### config.mk
export PLATFORM = sky130hd
export DESIGN_NAME = psc_power_ctl
export DESIGN_NICKNAME = d
export VERILOG_FILES = /design/src/verilog/psc_doze_div.v /design/src/verilog/psc_power_ctl.v
export VERILOG_INCLUDE_DIRS = /design/src /design/src/verilog
export SDC_FILE = /design/constraint.sdc
export NUM_CORES = 1
export LEC_CHECK = 0
export BUFFER_PORTS_ARGS = -buffer_cell sky130_fd_sc_hd__buf_2
export CAP_MARGIN = 20
export CORE_UTILIZATION = 39
export DETAILED_ROUTE_END_ITERATION = 16
export GPL_ROUTABILITY_DRIVEN = 1
export GPL_TIMING_DRIVEN = 0
export MAX_ROUTING_LAYER = met4
export PLACE_DENSITY = 0.66
export SLEW_MARGIN = 20
export SYNTH_ARGS = -nofsm -noshare
export SYNTH_HDL_FRONTEND = slang
export SYNTH_SLANG_ARGS = --single-unit
### constraint.sdc
create_clock -name sys_clk -period 2.5 [get_ports sys_clk]
set_clock_uncertainty 0.15 [all_clocks]
set_input_delay 0.125 -clock sys_clk [delete_from_list [all_inputs] [get_ports sys_clk]]
set_output_delay 0.125 -clock sys_clk [all_outputs]
set_load 0.005 [all_outputs]
### src/verilog/psc_consts.vh
// Constants for the power saving control block: offsets, fields, resets, timing
`ifndef PSC_CONSTS_VH
`define PSC_CONSTS_VH
// Register word offsets (byte addresses)
`define PSC_ADDR_WAKECTL 4'h0
`define PSC_ADDR_RESETCTL 4'h4
`define PSC_ADDR_CLOCK_DIVIDER_REG 4'h8
`define PSC_ADDR_STATUS 4'hc
// Wake pin control register fields
`define PSC_WAKE_EN_BIT 15
`define PSC_WAKE_SIDL_BIT 13
`define PSC_WAKE_SINK_BIT 8
`define PSC_WAKECTL_MASK 16'ha100
// Reset control register fields
`define PSC_LVR_EN_BIT 12
`define PSC_SLEEP_POWER_MODE_SELECT_BIT 8
`define PSC_RESETCTL_MASK 16'h1100
// Clock divider register fields
`define PSC_ROI_BIT 15
`define PSC_DOZE_HI 14
`define PSC_DOZE_LO 12
`define PSC_CPU_SLOWDOWN_ENABLE_BIT 11
`define PSC_CLOCK_DIVIDER_REG_MASK 16'hf800
// Status register: [0] wake irq flag, [1] wake event, [8] mask bit for [0], [9] for [1]
`define PSC_ST_WAKE_BIT 0
`define PSC_ST_RESUME_BIT 1
`define PSC_MASK_LO 8
// Reset values
`define PSC_RESET_WORD 16'h0000
// Wake-up delays in ns for each sleep mode
`define PSC_WAKE_FAST_NS 100
`define PSC_WAKE_STBY_NS 1000
`define PSC_WAKE_LV_NS 3000
`define PSC_WAKE_DEEP_NS 10000
`define PSC_CLK_NS 10
// Power modes
`define PSC_MODE_RUN 3'h0
`define PSC_MODE_FAST 3'h1
`define PSC_MODE_STBY 3'h2
`define PSC_MODE_LV 3'h3
`define PSC_MODE_DEEP 3'h4
`endif

### src/verilog/psc_doze_div.v
// CPU clock-enable divider for reduced-speed mode
`timescale 1ns/1ns
`include "psc_consts.vh"
module psc_doze_div #(
    parameter WIDTH = 7
) (
    // Clock and reset
    input wire sys_clk,
    input wire rst_n,
    input wire clkEn,
    // Control
    input wire slowActive,
    input wire [2:0] ratioCode,
    // Output
    output reg cpuTick
);
    reg [WIDTH-1:0] count;
    wire [WIDTH-1:0] limit;

    // Terminal count is two to the power n, minus one
    assign limit = (({{(WIDTH-1){1'b0}}, 1'b1}) << ratioCode) - {{(WIDTH-1){1'b0}}, 1'b1};

    // Counter rolls on the peripheral clock so both domains stay aligned
    always @(posedge sys_clk) begin
        if (!rst_n) begin
            count <= {WIDTH{1'b0}};
            cpuTick <= 1'b0;
        end else if (clkEn) begin
            if (!slowActive || count >= limit) begin
                count <= {WIDTH{1'b0}};
                cpuTick <= 1'b1;
            end else begin
                count <= count + {{(WIDTH-1){1'b0}}, 1'b1};
                cpuTick <= 1'b0;
            end
        end
    end
endmodule

### src/verilog/psc_power_ctl.v
// Power saving control: wake pin unit, sleep regulator mode, CPU slowdown
`timescale 1ns/1ns
`include "psc_consts.vh"
// Notes on behaviour
// - Wake control bit 15 enables the wake-up unit.
// - Bit 13 halts the wake-up unit during Idle when set.
// - Bit 8 switches on the capacitor discharge current sink.
// - Unimplemented wake control bits read zero and ignore writes.
// - Low pin during Sleep wakes device and sets wake irq flag.
// - Power-mode-sleep set gives fast wake-up, main regulator full.
// - Mode bit clear, low-volt off: main regulator standby in Sleep.
// - Fuse clear, low-volt on, mode clear: only low-volt regulator.
// - Fuse set keeps low-volt regulator off, enable ignored.
// - Run mode: main regulator full, low-volt unused.
// - Standby wakes slower than fast; low-voltage slower still.
// - Deep Sleep shuts both regulators, longest wake-up.
// - Slowdown enable reduces CPU clock only, peripherals unchanged.
// - Three-bit ratio selects 1:1 to 1:128, default 1:1.
// - Return-on-interrupt set makes interrupts restore full speed.
// - CPU and peripheral clocks stay synchronous while slowed.
module psc_power_ctl #(
    parameter DIV_WIDTH = 7,
    parameter DEEP_WAKE_CYCLES = (`PSC_WAKE_DEEP_NS + `PSC_CLK_NS - 1) / `PSC_CLK_NS
) (
    // Clock, reset, enable
    input wire sys_clk,
    input wire rst_n,
    input wire clkEn,
    // Wishbone slave
    input wire wb_cyc_i,
    input wire wb_stb_i,
    input wire wb_we_i,
    input wire [3:0] wb_adr_i,
    input wire [3:0] wb_sel_i,
    input wire [31:0] wb_dat_i,
    output reg [31:0] wb_dat_o,
    output reg wb_ack_o,
    // Device state
    input wire sleepReq,
    input wire deepSleepReq,
    input wire idleMode,
    input wire cpuIrq,
    input wire low_volt_reg_fuse,
    // Wake sense pin (digital level, low below threshold)
    input wire wake_sense_pin,
    // Outputs
    output reg capacitorSinkOn,
    output reg wake_pin_irq_flag,
    output reg inSleep,
    output reg mainRegFull,
    output reg mainRegStandby,
    output reg lowVoltRegOn,
    output reg coreFromLowVolt,
    output reg cpuClkEn,
    output reg irqOut
);
    // ------------------------------------------------------------
    // Parameters and state
    // ------------------------------------------------------------
    localparam ST_RUN = 3'b001;
    localparam ST_SLEEP = 3'b010;
    localparam ST_WAKE = 3'b100;
    // Wake-up waits in cycles, rounded up so a slower clock never shortens them
    localparam integer FAST_CYC = (`PSC_WAKE_FAST_NS + `PSC_CLK_NS - 1) / `PSC_CLK_NS;
    localparam integer STBY_CYC = (`PSC_WAKE_STBY_NS + `PSC_CLK_NS - 1) / `PSC_CLK_NS;
    localparam integer LV_CYC = (`PSC_WAKE_LV_NS + `PSC_CLK_NS - 1) / `PSC_CLK_NS;

    // Control words; only their writable bits can ever become set
    reg [15:0] wakeCtl;
    reg [15:0] resetCtl;
    reg [15:0] clock_divider_reg;
    reg [1:0] status;
    reg [1:0] irqMask;
    reg [2:0] state;
    reg [2:0] sleepMode;
    reg [15:0] wakeCount;
    reg slowCancelled;
    reg [15:0] next_word;
    reg [31:0] next_rdata;
    reg [2:0] next_mode;
    wire cpuTick;
    wire slowActive;
    wire busReq;
    wire unitActive;
    wire pinWake;
    wire rdStatus;
    wire [1:0] events;

    // Merge write data into a 16-bit register under byte enables
    function [15:0] merge16;
        input [15:0] old;
        input [15:0] wdat;
        input [1:0] sel;
        input [15:0] mask;
        begin
            merge16[7:0] = sel[0] ? wdat[7:0] : old[7:0];
            merge16[15:8] = sel[1] ? wdat[15:8] : old[15:8];
            merge16 = merge16 & mask;
        end
    endfunction

    // Wake-up delay for a given sleep mode
    function [15:0] wakeDelay;
        input [2:0] mode;
        begin
            // Run and deep share the default, so an odd mode waits longest
            case (mode)
                `PSC_MODE_FAST: wakeDelay = FAST_CYC[15:0];
                `PSC_MODE_STBY: wakeDelay = STBY_CYC[15:0];
                `PSC_MODE_LV: wakeDelay = LV_CYC[15:0];
                default: wakeDelay = DEEP_WAKE_CYCLES[15:0];
            endcase
        end
    endfunction

    // True while sleeping in the given regulator mode
    function sleepingIn;
        input [2:0] st;
        input [2:0] mode;
        input [2:0] want;
        begin
            sleepingIn = (st == ST_SLEEP) && (mode == want);
        end
    endfunction

    // ------------------------------------------------------------
    // Bus decode
    // ------------------------------------------------------------
    // Ack is a one-cycle pulse; it drops in the cycle after it rose
    // Without the ack term a strobe still held would be taken twice
    assign busReq = wb_cyc_i && wb_stb_i && !wb_ack_o;
    assign rdStatus = busReq && !wb_we_i && (wb_adr_i == `PSC_ADDR_STATUS);

    // Wake unit runs only when enabled and not parked by Idle
    // enable and idle stop
    assign unitActive = wakeCtl[`PSC_WAKE_EN_BIT] &&
        !(idleMode && wakeCtl[`PSC_WAKE_SIDL_BIT]);
    assign pinWake = unitActive && (state == ST_SLEEP) && !wake_sense_pin &&
        (sleepMode != `PSC_MODE_DEEP);
    // Event 0 is the pin wake, event 1 the end of the wake-up wait
    assign events = {(state == ST_WAKE) && (wakeCount == 16'h0000), pinWake};

    // interrupt cancels slowdown when return-on-irq is set
    assign slowActive = clock_divider_reg[`PSC_CPU_SLOWDOWN_ENABLE_BIT] && !slowCancelled;

    // Regulator mode chosen from fuse, low-volt enable and mode bit
    always @* begin
        next_mode = `PSC_MODE_STBY;
        if (deepSleepReq) begin
            next_mode = `PSC_MODE_DEEP;
        end else if (resetCtl[`PSC_SLEEP_POWER_MODE_SELECT_BIT]) begin
            next_mode = `PSC_MODE_FAST;
        end else if (!low_volt_reg_fuse && resetCtl[`PSC_LVR_EN_BIT]) begin
            // low-voltage sleep only with fuse clear
            next_mode = `PSC_MODE_LV;
        end else begin
            next_mode = `PSC_MODE_STBY;
        end
    end

    // Read data mux; unmapped addresses read zero
    // Mask bits share the status word: the bus reaches only four words
    always @* begin
        next_rdata = 32'h00000000;
        case (wb_adr_i)
            `PSC_ADDR_WAKECTL: next_rdata = {16'h0000, wakeCtl & `PSC_WAKECTL_MASK};
            `PSC_ADDR_RESETCTL: next_rdata = {16'h0000, resetCtl};
            `PSC_ADDR_CLOCK_DIVIDER_REG: next_rdata = {16'h0000, clock_divider_reg};
            `PSC_ADDR_STATUS: next_rdata = {22'h000000, irqMask, 6'h00, status};
            default: next_rdata = 32'h00000000;
        endcase
    end

    // Selected write word for the addressed register
    always @* begin
        next_word = 16'h0000;
        case (wb_adr_i)
            `PSC_ADDR_WAKECTL: next_word = merge16(wakeCtl, wb_dat_i[15:0], wb_sel_i[1:0],
                `PSC_WAKECTL_MASK);
            `PSC_ADDR_RESETCTL: next_word = merge16(resetCtl, wb_dat_i[15:0], wb_sel_i[1:0],
                `PSC_RESETCTL_MASK);
            `PSC_ADDR_CLOCK_DIVIDER_REG: next_word = merge16(clock_divider_reg, wb_dat_i[15:0], wb_sel_i[1:0],
                `PSC_CLOCK_DIVIDER_REG_MASK);
            default: next_word = 16'h0000;
        endcase
    end

    // ------------------------------------------------------------
    // Registers and bus answer
    // ------------------------------------------------------------
    // Every access is answered one cycle after it is seen
    always @(posedge sys_clk) begin
        if (!rst_n) begin
            wakeCtl <= `PSC_RESET_WORD;
            resetCtl <= `PSC_RESET_WORD;
            clock_divider_reg <= `PSC_RESET_WORD;
            irqMask <= 2'b00;
            wb_ack_o <= 1'b0;
            wb_dat_o <= 32'h00000000;
        end else if (clkEn) begin
            wb_ack_o <= busReq;
            if (busReq && !wb_we_i) begin
                wb_dat_o <= next_rdata;
            end
            // Unmapped writes and read-only status bits are dropped
            if (busReq && wb_we_i) begin
                case (wb_adr_i)
                    `PSC_ADDR_WAKECTL: wakeCtl <= next_word;
                    `PSC_ADDR_RESETCTL: resetCtl <= next_word;
                    `PSC_ADDR_CLOCK_DIVIDER_REG: clock_divider_reg <= next_word;
                    `PSC_ADDR_STATUS: begin
                        if (wb_sel_i[1]) begin
                            irqMask <= wb_dat_i[`PSC_MASK_LO+1:`PSC_MASK_LO];
                        end
                    end
                    default: ;
                endcase
            end
        end
    end

    // Sticky events; a status read clears them but a new event wins
    always @(posedge sys_clk) begin
        if (!rst_n) begin
            status <= 2'b00;
            irqOut <= 1'b0;
        end else if (clkEn) begin
            status <= (rdStatus ? 2'b00 : status) | events;
            irqOut <= |(((rdStatus ? 2'b00 : status) | events) & irqMask);
        end
    end

    // ------------------------------------------------------------
    // Sleep sequencing and regulator control
    // ------------------------------------------------------------
    // Wait state counts the mode's wake-up time before returning to run
    // Deep sleep ignores the pin: only the request falling ends it
    always @(posedge sys_clk) begin
        if (!rst_n) begin
            state <= ST_RUN;
            sleepMode <= `PSC_MODE_RUN;
            wakeCount <= 16'h0000;
        end else if (clkEn) begin
            case (state)
                ST_RUN: begin
                    if (sleepReq || deepSleepReq) begin
                        state <= ST_SLEEP;
                        sleepMode <= next_mode;
                    end
                end
                ST_SLEEP: begin
                    if (pinWake || (sleepMode == `PSC_MODE_DEEP && !deepSleepReq)) begin
                        state <= ST_WAKE;
                        wakeCount <= wakeDelay(sleepMode);
                    end
                end
                ST_WAKE: begin
                    if (wakeCount == 16'h0000) begin
                        state <= ST_RUN;
                        sleepMode <= `PSC_MODE_RUN;
                    end else begin
                        wakeCount <= wakeCount - 16'h0001;
                    end
                end
                default: begin
                    state <= ST_RUN;
                    sleepMode <= `PSC_MODE_RUN;
                end
            endcase
        end
    end

    // Regulator outputs follow the held sleep mode
    always @(posedge sys_clk) begin
        if (!rst_n) begin
            inSleep <= 1'b0;
            mainRegFull <= 1'b1;
            mainRegStandby <= 1'b0;
            lowVoltRegOn <= 1'b0;
            coreFromLowVolt <= 1'b0;
            capacitorSinkOn <= 1'b0;
            wake_pin_irq_flag <= 1'b0;
        end else if (clkEn) begin
            inSleep <= (state == ST_SLEEP);
            // run and fast mode keep main regulator full
            mainRegFull <= (state != ST_SLEEP) || (sleepMode == `PSC_MODE_FAST);
            mainRegStandby <= sleepingIn(state, sleepMode, `PSC_MODE_STBY);
            // low-volt regulator only in low-voltage sleep
            // The fuse is rechecked here so a late fuse change still wins
            lowVoltRegOn <= sleepingIn(state, sleepMode, `PSC_MODE_LV) && !low_volt_reg_fuse;
            coreFromLowVolt <= sleepingIn(state, sleepMode, `PSC_MODE_LV) && !low_volt_reg_fuse;
            // sink follows its bit while the unit runs
            capacitorSinkOn <= unitActive && wakeCtl[`PSC_WAKE_SINK_BIT];
            // flag set on wake, status read clears it; set wins
            wake_pin_irq_flag <= pinWake || (wake_pin_irq_flag && !rdStatus);
        end
    end

    // ------------------------------------------------------------
    // Reduced CPU speed
    // ------------------------------------------------------------
    // Cancel latch clears when slowdown is rewritten off
    // Limitation: after a cancel the CPU stays at full speed until the enable is cleared
    always @(posedge sys_clk) begin
        if (!rst_n) begin
            slowCancelled <= 1'b0;
            cpuClkEn <= 1'b0;
        end else if (clkEn) begin
            if (!clock_divider_reg[`PSC_CPU_SLOWDOWN_ENABLE_BIT]) begin
                slowCancelled <= 1'b0;
            end else if (cpuIrq && clock_divider_reg[`PSC_ROI_BIT]) begin
                slowCancelled <= 1'b1;
            end
            // only the CPU enable is gated, never in sleep
            cpuClkEn <= cpuTick && (state == ST_RUN);
        end
    end

    // divider on the system clock keeps domains aligned
    psc_doze_div #(
        .WIDTH(DIV_WIDTH)
    ) u_div (
        .sys_clk(sys_clk),
        .rst_n(rst_n),
        .clkEn(clkEn),
        .slowActive(slowActive),
        .ratioCode(clock_divider_reg[`PSC_DOZE_HI:`PSC_DOZE_LO]),
        .cpuTick(cpuTick)
    );
endmodule

After elaboration in Yosys (flattened, before gate mapping)
Index checks and enable logic that the tools add are counted.

Bits in registers: 124. Input port bits: 52.

Add/subtract/negate cells: 3. $lt $le $gt $ge: 1. Eq/ne operators: 17. Shift-type cells: 1. Multiplexer cells: 24. Bitwise gates (word level): 3. Reduce and logical (&&, ||, !) cells: 48.

Operators with widths (number): 16-bit case mux with 2 select lines (2); 16-bit case mux with 4 select lines (1); 16-bit 2-to-1 mux (2); 10-bit case mux with 3 select lines (1); 1-bit logical AND (21); 3-bit 2-to-1 mux (7); 3-bit case mux with 3 select lines (2); 16-bit zero test (1); 8-bit 2-to-1 mux (2); 4-bit AND reduction (4); 16-bit by 1-bit subtractor with 16-bit output, second input constant (1); 3-bit by 2-bit == test with 1-bit output, second input constant (3); 1-bit zero test (9); 3-bit AND reduction (3); 4-bit == test, second input constant (2); 7-bit by 1-bit adder with 7-bit output, second input constant (1); 7-bit greater-or-equal comparator (1); 7-bit 2-to-1 mux (1); 1-bit by 3-bit << shifter with 7-bit output, first input constant (1); 7-bit by 1-bit subtractor with 7-bit output, second input constant (1); 3-bit by 1-bit == test with 1-bit output, second input constant (2); 3-bit == test, second input constant (2); 2-bit by 1-bit != test with 1-bit output, second input constant (3); 1-bit logical OR (5); other kinds (14) (19).

Longest topological paths before layout
Gate-level depths: netlist of the first run.

Word-level depth: 9. Mapped depth: 8. Depth with buffers taken out: 7.

By module
A second synthesis of the first run with hierarchy kept.

Cells, all modules: 447. Area, all modules: 3749.8 um^2.

By module, submodules not included: psc_power_ctl (instances 1, cells an instance 389, area an instance 3180.6 um^2); psc_doze_div (instances 1, cells an instance 58, area an instance 569.3 um^2).

Worst setup path after synthesis of the first run
Ideal clock, no wire load.

Path kind: flip-flop to flip-flop. From: register wakeCount[0]. To: register wakeCount[15]. Library setup time: 0.067 ns. Arrival time: 1.952 ns. Required time: 2.283 ns. Setup slack: 0.331 ns. Cell stages (with the launch flop): 6. Path buffers: 0. Clock period less this slack: 2.169 ns. Cell sequence: dfxtp_1 or4_4 or4_4 or3_1 a211o_1 o21ai_2.

Cells in the longest elaborated chain, start to end: 3.

RTL lines: start, declared (line psc_power_ctl.v:76) `reg [15:0] wakeCount;`; start signal, assigned (line psc_power_ctl.v:254) `wakeCount <= wakeDelay(sleepMode);`; start signal, assigned (line psc_power_ctl.v:262) `wakeCount <= wakeCount - 16'h0001;`; 16-bit by 1-bit subtractor with 16-bit output or 16-bit zero test (tied branches) (line psc_power_ctl.v:262, psc_power_ctl.v:258); 16-bit 2-to-1 mux or 2-bit != test (tied branches); 16-bit case mux with 2 select lines or 4-bit AND reduction (tied branches).

Several ways; a longest one is shown, not always the timed one. The select of a mux whose other input is x is not followed. A chain may end at the register's enable or synchronous reset.

Worst setup path after layout of the first run
From: register wakeCtl[15]. To: register wakeCount[4].

Cells in the longest elaborated chain, start to end: 7.

RTL lines: start, declared (line psc_power_ctl.v:69) `reg [15:0] wakeCtl;`; start signal, assigned (line psc_power_ctl.v:194) `` wakeCtl <= `PSC_RESET_WORD; ``; start signal, assigned (line psc_power_ctl.v:208) `` `PSC_ADDR_WAKECTL: wakeCtl <= next_word; ``; 1-bit logical AND (line psc_power_ctl.v:136) `` assign unitActive = wakeCtl[`PSC_WAKE_EN_BIT] && ``; 1-bit logical AND (3 in a row) (line psc_power_ctl.v:138) `assign pinWake = unitActive && (state == ST_SLEEP) && !wake_sense_pin &&`; 1-bit logical OR (line psc_power_ctl.v:252) `` if (pinWake || (sleepMode == `PSC_MODE_DEEP && !deepSleepReq)) begin ``; 2-bit by 1-bit != test with 1-bit output (no line); 4-bit AND reduction (no line).

Every way passes these cells.

==> impl.org, run 1 <==
** Critical path
- Slowest stage cell, crit path :: sky130_fd_sc_hd__or3b_2
- The setup check on the worst reg-to-reg path leaves a slack of 0.09 ns.
- Crit-path cells :: a21boi_0 -> a311o_1 -> o2111ai_2 -> or3b_2 -> a21oi_1
- Together, buffers and inverters on the worst path number 0.
- Critical setup path kind :: reg -> reg
- At the worst endpoint, the arrival time is 2.53 ns.
- The kind of cell with the highest combined delay along the critical path is compound AO/OA/AOI/OAI gates.
- Critical-path maximum fanout :: 8
- At the worst endpoint, the required time is 2.62 ns.
- In this run the critical register-to-register path is launched from wakeCtl[15].
- The worst register-to-register path has a depth of 5.
- On the worst path, the slowest cell contributes a delay of 0.55 ns.
- The worst setup path is captured at a register.
- The worst register-to-register path ends at wakeCount[4].
- Critical path startpoint category :: register

** Floorplanning
- Starting utilization of the core area :: 40.1%
- The die covers 0.00989 mm^2.
- Die Height :: 99.5 um
- Std-Cell Core Area :: 0.00924 mm^2
- Die Span X :: 99.5 um
- Row generation in the floorplan step produced 35 rows.
- For this design the top-level I/O count stands at 94.

** Power
- VDD sags by at most 309 uV.
- The design draws 0.00230 W.
- In this run the power spent charging and discharging nets is 0.000609 W.
- Of the total power, the share spent switching nets is 26.5%.
- For this design the ratio of total power to cell area is 517 mW/mm^2.
- Sequential cells account for 49.2% of the total power.
- Clock share of power :: 38.1%
- Combinational logic is responsible for 12.7% of the overall power.
- In this run the static leakage power is 1.82 nW.
- Pint :: 0.00169 W

** Cells and area
- In the layout the commonest cells are sky130_fd_sc_hd__dfxtp_1 (68), sky130_fd_sc_hd__buf_2 (44), sky130_fd_sc_hd__nor2_1 (43), sky130_fd_sc_hd__nand2_1 (43), sky130_fd_sc_hd__a21oi_1 (33).
- The largest registers in the layout are wakeCount (16), wb_dat_o (9), u_div.count (7).
- Synth-to-Final Area Change :: 20.2%
- Storage element area :: 0.00136 mm^2
- Of the cells placed in the final design, the portion with a size suffix greater than 1 is 20.0%.
- Most common cell after layout, fill and taps aside :: sky130_fd_sc_hd__dfxtp_1
- The number of antenna diodes in the final layout is 0.
- Area taken by multi-input logic gates :: 0.00214 mm^2
- Reg with most FFs :: wakeCount
- The finished cells cover 0.00445 mm^2.
- Total of fill cells in the finished design :: 907
- Net count of the finished layout :: 596
- Largest register FFs :: 16

** Drt
- Wire length per cell after detailed routing :: 14.4 um
- After the first detailed-routing iteration, the DRC count stood at 166.
- The first detailed-routing pass ran for 4 iterations.
- The count of nets left with antenna violations once routing finished came out at 0.
- Across all layers, the routed design uses 3599 vias.
- Sum of routed wire length over all layers :: 9640 um
- In the routed layout, each cell is associated on average with a via count of 5.38.
- For this run, design rule violations remaining after detail routing come to 0.

** Global routing
- Grt total ovfl :: 0
- First-pass GRT wire length :: 15700 um
- For this run, the total global-route usage over all layers was measured as 20.5%.
- The number of global-route vias before repair is 3285.
- The number of antenna violations at the first check in global routing came to 0.
- Pin count of the biggest net entering global routing :: 12

** Clock tree
- The clock passes through at most 2 buffers.
- Total clock buffers created by CTS :: 9
- Clock insertion delay at the later pin of the skew report :: 0.35 ns
- CTS tree :: done
- The tree built by TritonCTS fans out to 68 sinks.
- CTS built an H-tree with a depth of 3.
- Clock root buffer :: sky130_fd_sc_hd__clkbuf_8
- Clock slew seen by the registers of the worst setup and hold paths :: 0.08 ns

** Synthesis
- Cell area after synthesis :: 0.00370 mm^2
- Among all flip-flop cells after synthesis, the most frequent one is sky130_fd_sc_hd__dfxtp_1.
- After synthesis the netlist holds a flip-flop and latch count of 68.
- Summed over its instances, the top area cell type makes up 36.7% of the synthesized netlist area.
- For this run, the number of Yosys warnings is 0.
- After synthesis, the share of flip-flops with an asynchronous set or reset is 0%.
- In the synthesized netlist, the number of instances is 454.
- By area the synthesized netlist is led by sky130_fd_sc_hd__dfxtp_1 (37%), sky130_fd_sc_hd__buf_4 (4.9%), sky130_fd_sc_hd__a21oi_1 (4.5%), sky130_fd_sc_hd__nor2_1 (4.5%), sky130_fd_sc_hd__nand2_1 (4.4%).
- The synthesized design contains 0 enable-type register cells.
- Per-instance average area after synthesis :: 8.16 um^2
- The biggest area contributor in the post-synthesis netlist is sky130_fd_sc_hd__dfxtp_1.
- Unique cell type count in the Yosys netlist :: 64
- For this run, the register share of the synthesized area comes to 36.7%.

** STA
- Measured against its own limit, the worst slew margin works out to 36.8%.
- At the pin with the least slew margin, the transition time is 0.941 ns.
- The final count of hold timing violations was 0.
- The max-slew violation total from the final report was 0.
- Dividing the final minimum period by the clock period gives 96.6%.
- Final setup violation count :: 0
- Achievable frequency :: 414 MHz
- Min Clock Period, post-route :: 2.41 ns

** Min path
- Classification of the worst-slack hold path :: in -> reg
- End of the worst hold path :: wakeCount[15]
- Worst hold path stage count :: 3
- In this run the most critical hold path is launched from rst_n.

** Placed design
- At the end of routability-driven placement, the weighted congestion stood at 0.907.
- Input and output buffers added on the ports amount to 40.
- After detailed placement, the total cell area comes to 0.00415 mm^2.
- Detailed placement HPWL :: 6950 um

** Job
- MaxCap Viol Count :: 0

** Outcome
- Status :: completed
## synthesized netlist by cell type (all sizes together) (3+ instances only)
master / n
dfxtp: 68
nor2: 44
nand2: 43
a21oi: 33
buf: 29
o21ai: 23
clkbuf: 20
nand3: 15
nor3: 14
inv: 12
a211oi: 11
and3: 11
mux2i: 11
o31ai: 10
or3: 10
ha: 9
nand4: 8
a22oi: 7
a31oi: 6
or4: 6
or3b: 5
nor3b: 4
nor4b: 4
a211o: 3
a21o: 3
nand2b: 3
o21a: 3
o22a: 3
xnor2: 3
xor2: 3
## power by group through the flow
| stage | Clock (W) | Sequential [W] | Combinational (W) |
|---|---|---|---|
| after floorplan | 0 | 0.00115 | 0.000195 |
| after global placement | 0 | 0.00115 | 0.000272 |
| after detailed placement | 0 | 0.00115 | 0.000276 |
| after CTS | 0.000892 | 0.00113 | 0.000286 |
| after global routing | 0.000938 | 0.00113 | 0.000323 |
| final | 0.000876 | 0.00113 | 0.000291 |
## final cells by class
cell class	instances	share of cell area, %
Multi-Input combinational cell	347	48.0
Sequential cell	68	30.6
Timing Repair Buffer	49	6.41
Buffer	48	6.18
Tap cell	129	3.63
Clock buffer	12	3.04
Clock inverter	4	1.12
Inverter	12	1.01
## metal layers
layer	global-route usage, %	vias to the layer above	wire length [um]	part of all wire, %
li1	-	1765	-	-
met1	25.5	1704	4340	45
met2	33.3	119	4600	48
met3	4.50	11	614	6.4
met4	6.45	0	85	0.88
met5	-	-	0	0
## tightest hold or removal path, cell delays in order
cell	delay (ns)
sky130_fd_sc_hd__clkbuf_1	0.18
sky130_fd_sc_hd__nand2_1	0.13
sky130_fd_sc_hd__o21ai_2	0.05
## logic make-up after synthesis
logic type / Yosys count / share of synthesized area [%]
compound gates: 120 / 21.1
buf+inv: 61 / 8.75
mux: 12 / 3.58
simple gates: 177 / 25.3
fa+ha+maj: 9 / 3.04
other cells: 1 / 0.101
xor+xnor: 6 / 1.42
flops: 68 / 36.7
## worst max-delay path by stage
stage / to / slack, ns / depth (start not counted) / start
2_1_floorplan: wakeCount[15] / 0.33 / 5 / wakeCount[0]
3_3_place_gp: wakeCount[4] / 0.06 / 5 / state[0]
3_5_place_dp: sleepMode[2] / -0.007 / 7 / wakeCount[0]
4_1_cts: state[0] / 0.04 / 7 / wakeCount[0]
5_1_grt: wakeCount[10] / -0.02 / 8 / wakeCount[0]
6_report: wakeCount[4] / 0.09 / 5 / wakeCtl[15]
## metrics by stage
step	TNS (ns)	std cells	hold slack [ns]	utilization, %	worst slack, ns
5_1_grt	-0.0181	669	0.0509	48.2	-0.0181
6_report	0	669	0.0416	48.2	0.0862
2_1_floorplan	0	476	0.119	-	0.331
3_5_place_dp	-0.00739	645	0.217	44.9	-0.00739
4_1_cts	0	668	0.0283	47.7	0.0442
3_3_place_gp	0	645	0.212	44.9	0.0620
## timing repair
item                                    CTS  global route
hold endpoints to repair                  8             0
resized for setup                         1             7
endpoints found under the setup margin    3            24
buffers inserted                          0             2
hold buffers                              7             0
Power figures use the tool's default switching activity.
==> run 2, diff against run 1 <==
--- a/config.mk
+++ b/config.mk
@@ -12,6 +12,7 @@
 export DETAILED_ROUTE_END_ITERATION = 16
 export GPL_ROUTABILITY_DRIVEN = 1
 export GPL_TIMING_DRIVEN = 0
+export HOLD_SLACK_MARGIN = 0.15
 export MAX_ROUTING_LAYER = met4
 export PLACE_DENSITY = 0.66
 export SLEW_MARGIN = 20
==> run 2 against run 1 <==
  * Highest routed layer unchanged
  * Critical endpoint is now wakeCtl[13]
  * Clock power about the same
  * Critical path type is now in -> reg
  * First-iteration DRC count increased by 9.6%
  * Fmax increased by 0.21%
  * Register-to-register slack improved by 0.03 ns
  * Flip-flop and latch count unchanged
==> impl.org, run 2 (synthesis results as in run 1) <==
** Outcome
- Status :: completed

** Drt
- Met1 layer wirelength in the final routing :: 4370 um (+0.69%)
- The total length of routed met2 wires was 4690 um (+2.0%).
- The number of DRC violations after detailed routing was 0 (unchanged).
- Initial DRT Pass Iterations :: 5 (+1)
- The detailed router used layers up to and including met4.
- Met3 WL :: 621 um (+1.1%)
- The average wire per cell in the routed design was 14.3 um (-0.73%).
- Antenna Nets Post-Route :: 0 (unchanged)
- Via-to-Cell Ratio :: 5.36 (-0.33%)
- The overall via count from detail_route is 3673 (+2.1%).
- Sum of routed wire length over all layers :: 9800 um (+1.6%)
- Iter 0 DRT Violations :: 182 (+9.6%)

** Critical path
- STA classifies the critical path startpoint as an input pin.
- Critical-path maximum fanout :: 6 (-2)
- Critical setup path kind :: in -> reg
- STA classifies the critical path endpoint as a register.
- The data required time of the critical path was 2.59 ns (-0.03 ns).
- Crit-path cells :: dlygate4sd3_1 -> buf_2 -> and3_1 -> and2_0 -> nor4bb_2 -> dlygate4sd3_1 -> a21oi_1
- Cell type with the highest occurrence count on the critical path :: sky130_fd_sc_hd__dlygate4sd3_1
- Slowest stage cell, crit path :: sky130_fd_sc_hd__dlygate4sd3_1
- The delay of the slowest cell on the worst path was 0.68 ns (+0.13 ns).
- The worst path arrival time was 2.49 ns (-0.04 ns).

** Global routing
- First-pass GRT wire length :: 15900 um (+1.7%)
- The number of antenna violations at the first check in global routing was 0 (unchanged).
- The all-layer global routing usage came to 20.9% (+0.34 points).
- The number of global-route vias before repair came to 3374 (+2.7%).
- The remaining global-route overflow was 0 (unchanged).
- Pin count of the biggest net entering global routing :: 12 (unchanged)

** Power
- Worst supply voltage drop on vdd :: 307 uV (-0.69%)
- Power per Cell Area :: 502 mW/mm^2 (-2.9%)
- Design Power :: 0.00232 W (+0.91%)
- The leakage power came to 1.90 nW (+4.3%).

** STA
- The worst-margin pin slew came to 0.940 ns (-0.000866 ns).
- The maximum frequency from static timing analysis came to 415 MHz (+0.21%).
- The shortest clock period the worst path allows after layout was 2.41 ns (-0.00513 ns).
- The worst slew margin relative to its limit came to 36.8% (+0.058 points).
- Final setup violation count :: 0 (unchanged)
- The final count of hold timing violations was 0 (unchanged).
- Max-slew violations :: 0 (unchanged)
- Final critical-path share of the clock period :: 96.3% (-0.21 points)

** Floorplanning
- Std-Cell Core Area :: 0.00924 mm^2 (unchanged)
- Row Count :: 35 (unchanged)
- The effective utilization at floorplan is 40.1% (unchanged).
- Die area :: 0.00989 mm^2 (unchanged)
- The die outline height is 99.5 um (unchanged).
- The width of the die was 99.5 um (unchanged).
- I/O pins :: 94 (unchanged)

** Clock tree
- The clock-pin slew on the worst setup and hold paths was 0.07 ns (about the same).
- The buffer levels on the longest clock path was 2 (unchanged).
- The clock latency of the later-clocked register in the worst-skew pair was 0.35 ns (about the same).
- TritonCTS built the clock tree.
- Deepest level of the CTS H-tree :: 3 (unchanged)
- The number of buffers inserted during clock tree synthesis was 9 (unchanged).
- The TritonCTS sink count is 68 (unchanged).
- Clock tree synthesis selected as its root buffer the cell sky130_fd_sc_hd__clkbuf_8.

** Cells and area
- Number of antenna repair diodes :: 0 (unchanged)
- Final std cells w/o fill :: 685 (+2.4%)
- The library cell used most frequently in the layout, excluding fill and tap cells, is sky130_fd_sc_hd__dfxtp_1.
- The register with the most flip-flops in the final layout is wakeCount.
- In the final layout, the registers with the most flip-flops are wakeCount (16), wb_dat_o (9), u_div.count (7).
- Share of final-layout standard cells stronger than drive strength 1 :: 19.6% (-0.40 points)
- Net count of the finished layout :: 612 (+2.7%)
- The flip-flop count of the largest register after layout came to 16 (unchanged).
- From synthesis to final layout, the design area changed by 24.9%.
- Leaving out fill and tap cells, the most frequent cells in the layout are sky130_fd_sc_hd__dfxtp_1 (68), sky130_fd_sc_hd__buf_2 (44), sky130_fd_sc_hd__nor2_1 (43), sky130_fd_sc_hd__nand2_1 (43), sky130_fd_sc_hd__a21oi_1 (33).

** Min path
- The min-delay analysis places its worst path in the category in -> reg.

** Placed design
- Post-Place Cells :: 645 (unchanged)
- Detailed placement HPWL :: 6950 um (unchanged)
- The number of buffers inserted by port buffering came to 40 (unchanged).
- The placer's final routability congestion estimate came to 0.907 (unchanged).

** Job
- MaxCap Viol Count :: 0 (unchanged)
[run 2: changes by cell type in the layout (fill, tap and decap cells not counted), sizes merged]
| cell | delta |
|---|---|
| dlygate4sd3 | +16 |
[run 2: repair_timing]
item / in CTS / in global routing
endpoints found under the hold margin: 38 / 1
setup buffers: 0 / 2
endpoints found under the setup margin: 3 / 32
resized for setup: 1 / 9
hold buffers: 22 / 1
gates cloned: 0 / 0
[run 2: routing by layer]
metal | vias to the layer above | global-route usage, %
met1 | 1732 | 25.8
met3 | 14 | 4.50
met2 | 127 | 34.1
met5 | - | -
li1 | 1800 | -
met4 | 0 | 6.56
[run 2: metrics by stage]
stage	hold WS (ns)	worst slack, ns	instance area, um^2	utilization (%)	setup TNS [ns]
global placement	0.212	0.0620	4150	44.9	0
global route	0.229	-0.0465	4630	50.1	-0.146
finish	0.184	0.0913	4630	50.1	0
floorplan	0.119	0.331	3790	-	0
CTS	0.163	0.0442	4560	49.3	0
detailed placement	0.217	-0.00739	4150	44.9	-0.00739
[run 2: path summary, 6_finish.rpt]
path / from / to / slack (ns) / depth (start not counted)
worst max-delay path: wb_cyc_i / wakeCtl[13] / 0.09 / 7
worst min-delay path: wb_adr_i[2] / wakeCtl[13] / 0.18 / 4
worst max register to register: wakeCtl[15] / wakeCount[4] / 0.12 / 5
worst min register to register: clock_divider_reg[8] / clock_divider_reg[8] / 0.30 / 2
[run 2: critical path: cells and delay by family]
family / cells / cell delay (ns)
buffers and inverters: 3 / 1.34
AND/OR/NAND/NOR: 3 / 0.94
AO/OA/AOI/OAI: 1 / 0.08
[run 2: where the power goes]
group          internal [W]  leakage [nW]  switching, W
combinational      0.000140          1.26      0.000171
clock              0.000460        0.0866      0.000418
sequential          0.00110         0.550     0.0000268
[run 2: layout make-up]
class,instances,area [um^2]
clock inverters,4,50.0
repair buffers,65,445
clock buffers,12,135
flip-flops and latches,68,1360
plain buffers,48,275
multi-input cells,347,2150
well taps,129,161
fillers,899,4610
inverters,12,45.0
==> run 3, diff against run 2 <==
--- a/config.mk
+++ b/config.mk
@@ -15,6 +15,7 @@
 export HOLD_SLACK_MARGIN = 0.15
 export MAX_ROUTING_LAYER = met4
 export PLACE_DENSITY = 0.66
+export SETUP_SLACK_MARGIN = 0.4
 export SLEW_MARGIN = 20
 export SYNTH_ARGS = -nofsm -noshare
 export SYNTH_HDL_FRONTEND = slang
==> run 3 against run 2 <==
  * Global-route usage rose by 1.8 points
  * Final cell count is 3.9% higher
  * Routed wire length is 15% higher
  * Power increased by 4.5%
  * Clock-buffer cell count up 1
  * Utilization up 6.7 points
  * Non-clock buffer count increased by 27
  * Largest power group unchanged
==> impl.org, run 3 (synthesis results as in run 1) <==
** Global routing
- The all-layer global routing usage is 22.7% (+1.8 points).
- The number of global-route vias before repair came to 3608 (+6.9%).
- Number of antenna violations at the first check in global routing :: 0 (unchanged)
- The global-route wire length before repair was 17300 um (+8.7%).
- Pin count of the biggest net entering global routing :: 12 (unchanged)
- Grt total ovfl :: 0 (unchanged)

** Critical path
- Worst path buffer plus inverter count :: 0 (-3)
- Required time reported for the critical path endpoint :: 2.63 ns (+0.04 ns)
- The startpoint identified for the worst register-to-register timing path is wakeCount[2].
- The worst path arrival time is 2.42 ns (-0.07 ns).
- Critical path startpoint category :: register
- Critical-path maximum fanout :: 6 (unchanged)
- Cell type with the highest occurrence count on the critical path :: sky130_fd_sc_hd__or4_4
- Slowest stage cell, crit path :: sky130_fd_sc_hd__or4_4
- The cell family contributing the most delay on the critical path is simple AND/OR/NAND/NOR gates.
- Traced cell by cell, the critical path runs through or4_4 -> or4_4 -> or4_1 -> a21o_1 -> o21ai_1.
- Launch point of the critical path :: wakeCount[2]
- Critical Path End Type :: register
- The delay of the slowest cell on the worst path is 0.53 ns (-0.15 ns).
- Flop-to-flop setup slack :: 0.22 ns (+0.10 ns)
- The critical path is of the reg -> reg type.

** Floorplanning
- The die outline height came to 99.5 um (unchanged).
- The row count was 35 (unchanged).
- I/O pins :: 94 (unchanged)
- Die area :: 0.00989 mm^2 (unchanged)
- Std-Cell Core Area :: 0.00924 mm^2 (unchanged)
- Die Span X :: 99.5 um (unchanged)
- Starting utilization of the core area :: 40.1% (unchanged)

** STA
- The worst-margin pin slew is 0.826 ns (-0.115 ns).
- The final-report setup violation count is 0 (unchanged).
- Final critical-path share of the clock period :: 91.3% (-5.1 points)
- Unrepaired setup endpoints after global routing :: yes
- The maximum frequency from static timing analysis was 438 MHz (+5.6%).
- Min Clock Period, post-route :: 2.28 ns (-0.127 ns)
- Final count of hold timing violations :: 0 (unchanged)
- The worst slew margin relative to its limit came to 44.5% (+7.7 points).
- The max-slew violation total from the final report was 0 (unchanged).
- Setup WS post-layout :: 0.218 ns (+0.127 ns)
- Worst hold margin :: 0.107 ns (-0.0775 ns)
- The final setup TNS came to 0 ns (unchanged).

** Clock tree
- # clock sinks :: 68 (unchanged)
- The number of buffers inserted for hold repair after clock tree synthesis came to 23 (+4.5%).
- Total clock buffers created by CTS :: 9 (unchanged)
- Clock insertion delay at the later pin of the skew report :: 0.35 ns (about the same)
- The clock-pin slew on the worst setup and hold paths was 0.07 ns (about the same).
- The tree is rooted in a sky130_fd_sc_hd__clkbuf_8.
- Maximum number of buffers from clock root to sink :: 2 (unchanged)
- The total number of H-tree levels came to 3 (unchanged).
- CTS tree :: done

** Power
- The cell-internal power came to 0.00175 W (+2.7%).
- Net switching share of the total power :: 27.8% (+1.3 points)
- The share of total power in the clock network came to 35.8% (-2.0 points).
- The net switching power came to 0.000676 W (+9.7%).
- The part of the power in combinational logic is 17.5% (+4.1 points).
- Fraction of power consumed by sequential logic :: 46.7% (-2.1 points)
- Static leakage :: 2.13 nW (+12%)
- Power per Cell Area :: 463 mW/mm^2 (-7.7%)
- Worst supply voltage drop on vdd :: 281 uV (-8.3%)

** Job
- MaxCap Viol Count :: 0 (unchanged)

** Cells and area
- The fraction of layout instances using a drive strength above 1 is 33.6% (+14 points).
- Ranked by flip-flop count, first place goes to wakeCount.
- Most common cell after layout, fill and taps aside :: sky130_fd_sc_hd__dfxtp_1
- Synth-to-Final Area Change :: 41.5%
- Number of antenna repair diodes :: 0 (unchanged)
- The number of cells in the finished layout apart from fillers came to 712 (+3.9%).
- The net count of the finished layout came to 639 (+4.4%).
- Fin area :: 0.00524 mm^2 (+13%)
- The largest registers in the layout are wakeCount (16), wb_dat_o (9), u_div.count (7).
- Highest-count cells in the layout ignoring fill and taps :: sky130_fd_sc_hd__dfxtp_1 (60), sky130_fd_sc_hd__buf_4 (48), sky130_fd_sc_hd__nor2_1 (41), sky130_fd_sc_hd__buf_2 (41), sky130_fd_sc_hd__nand2_1 (39)
- Largest register FFs :: 16 (unchanged)

** Drt
- The average wire per cell in the routed design was 15.8 um (+11%).
- Antenna Nets Post-Route :: 0 (unchanged)
- The number of detailed-routing iterations run before antenna repair is 5 (unchanged).
- Total number of vias :: 3933 (+7.1%)
- Iter 0 DRT Violations :: 207 (+14%)
- Via-to-Cell Ratio :: 5.52 (+3.0%)
- The final wirelength is 11300 um (+15%).
- Residual DRC count :: 0 (unchanged)

** Placed design
- DP Area :: 0.00416 mm^2 (+0.36%)
- The number of buffers inserted by port buffering is 40 (unchanged).
- Worst slack at placement :: 0.0255 ns (+0.0329 ns)
- The placer's final routability congestion estimate is 0.897 (-1.2%).
- The cell count after placement was 645 (unchanged).
- Detailed placement HPWL :: 7120 um (+2.4%)

** Outcome
- Status :: completed

** Min path
- Classification of the worst-slack hold path :: in -> reg
- In this run the most critical hold path is launched from idleMode.
-- run 3: final timing paths --
kind | endpoint | cells after the start
max reg2reg | wakeCount[11] | 5
min reg2reg | clock_divider_reg[8] | 2
min | status[0] | 6
max | wakeCount[11] | 5
-- run 3: power groups by stage --
stage                     clock network [W]  registers (W)  logic, W
after global placement                    0        0.00115  0.000274
after detailed placement                  0        0.00115  0.000277
final                              0.000869        0.00113  0.000425
after floorplan                           0        0.00115  0.000197
after global routing               0.000930        0.00114  0.000453
after CTS                          0.000876        0.00113  0.000356
-- run 3: per-stage QoR --
step	total power [W]	utilization, %
global route	0.00252	56.7
finish	0.00243	56.7
global placement	0.00142	45.1
detailed placement	0.00143	45.1
CTS	0.00236	53.3
floorplan	0.00134	-
-- run 3: area by class of cell --
class | count | area, um^2
Sequential cell | 68 | 1370
Clock inverter | 3 | 20.0
Fill cell | 816 | 4000
Timing Repair Buffer | 91 | 656
Buffer | 49 | 344
Inverter | 12 | 47.5
Tap cell | 129 | 161
Clock buffer | 13 | 169
Multi-Input combinational cell | 347 | 2470
-- run 3: worst reg2reg max path, delay by kind of cell (launching register included) --
kind	cells	cell delay [ns]
and+or+nand+nor	3	1.44
DFF	1	0.37
AOI/OAI and AO/OA	2	0.26
-- run 3: what timing repair did --
action | in CTS | in global routing
endpoints found under the setup margin | 32 | 43
pin swaps | 18 | 26
endpoints found under the hold margin | 38 | 2
gates cloned | 1 | 1
setup buffers | 14 | 12
gates resized for setup | 58 | 57
-- run 3: routing by layer --
metal  GRT usage (%)  up-vias  part of all wire, %
li1                -     1862                    -
met1            26.2     1854                   42
met2            37.9      171                   48
met3            3.58       46                  5.3
met4            12.2        0                  4.0
met5               -        -                    0
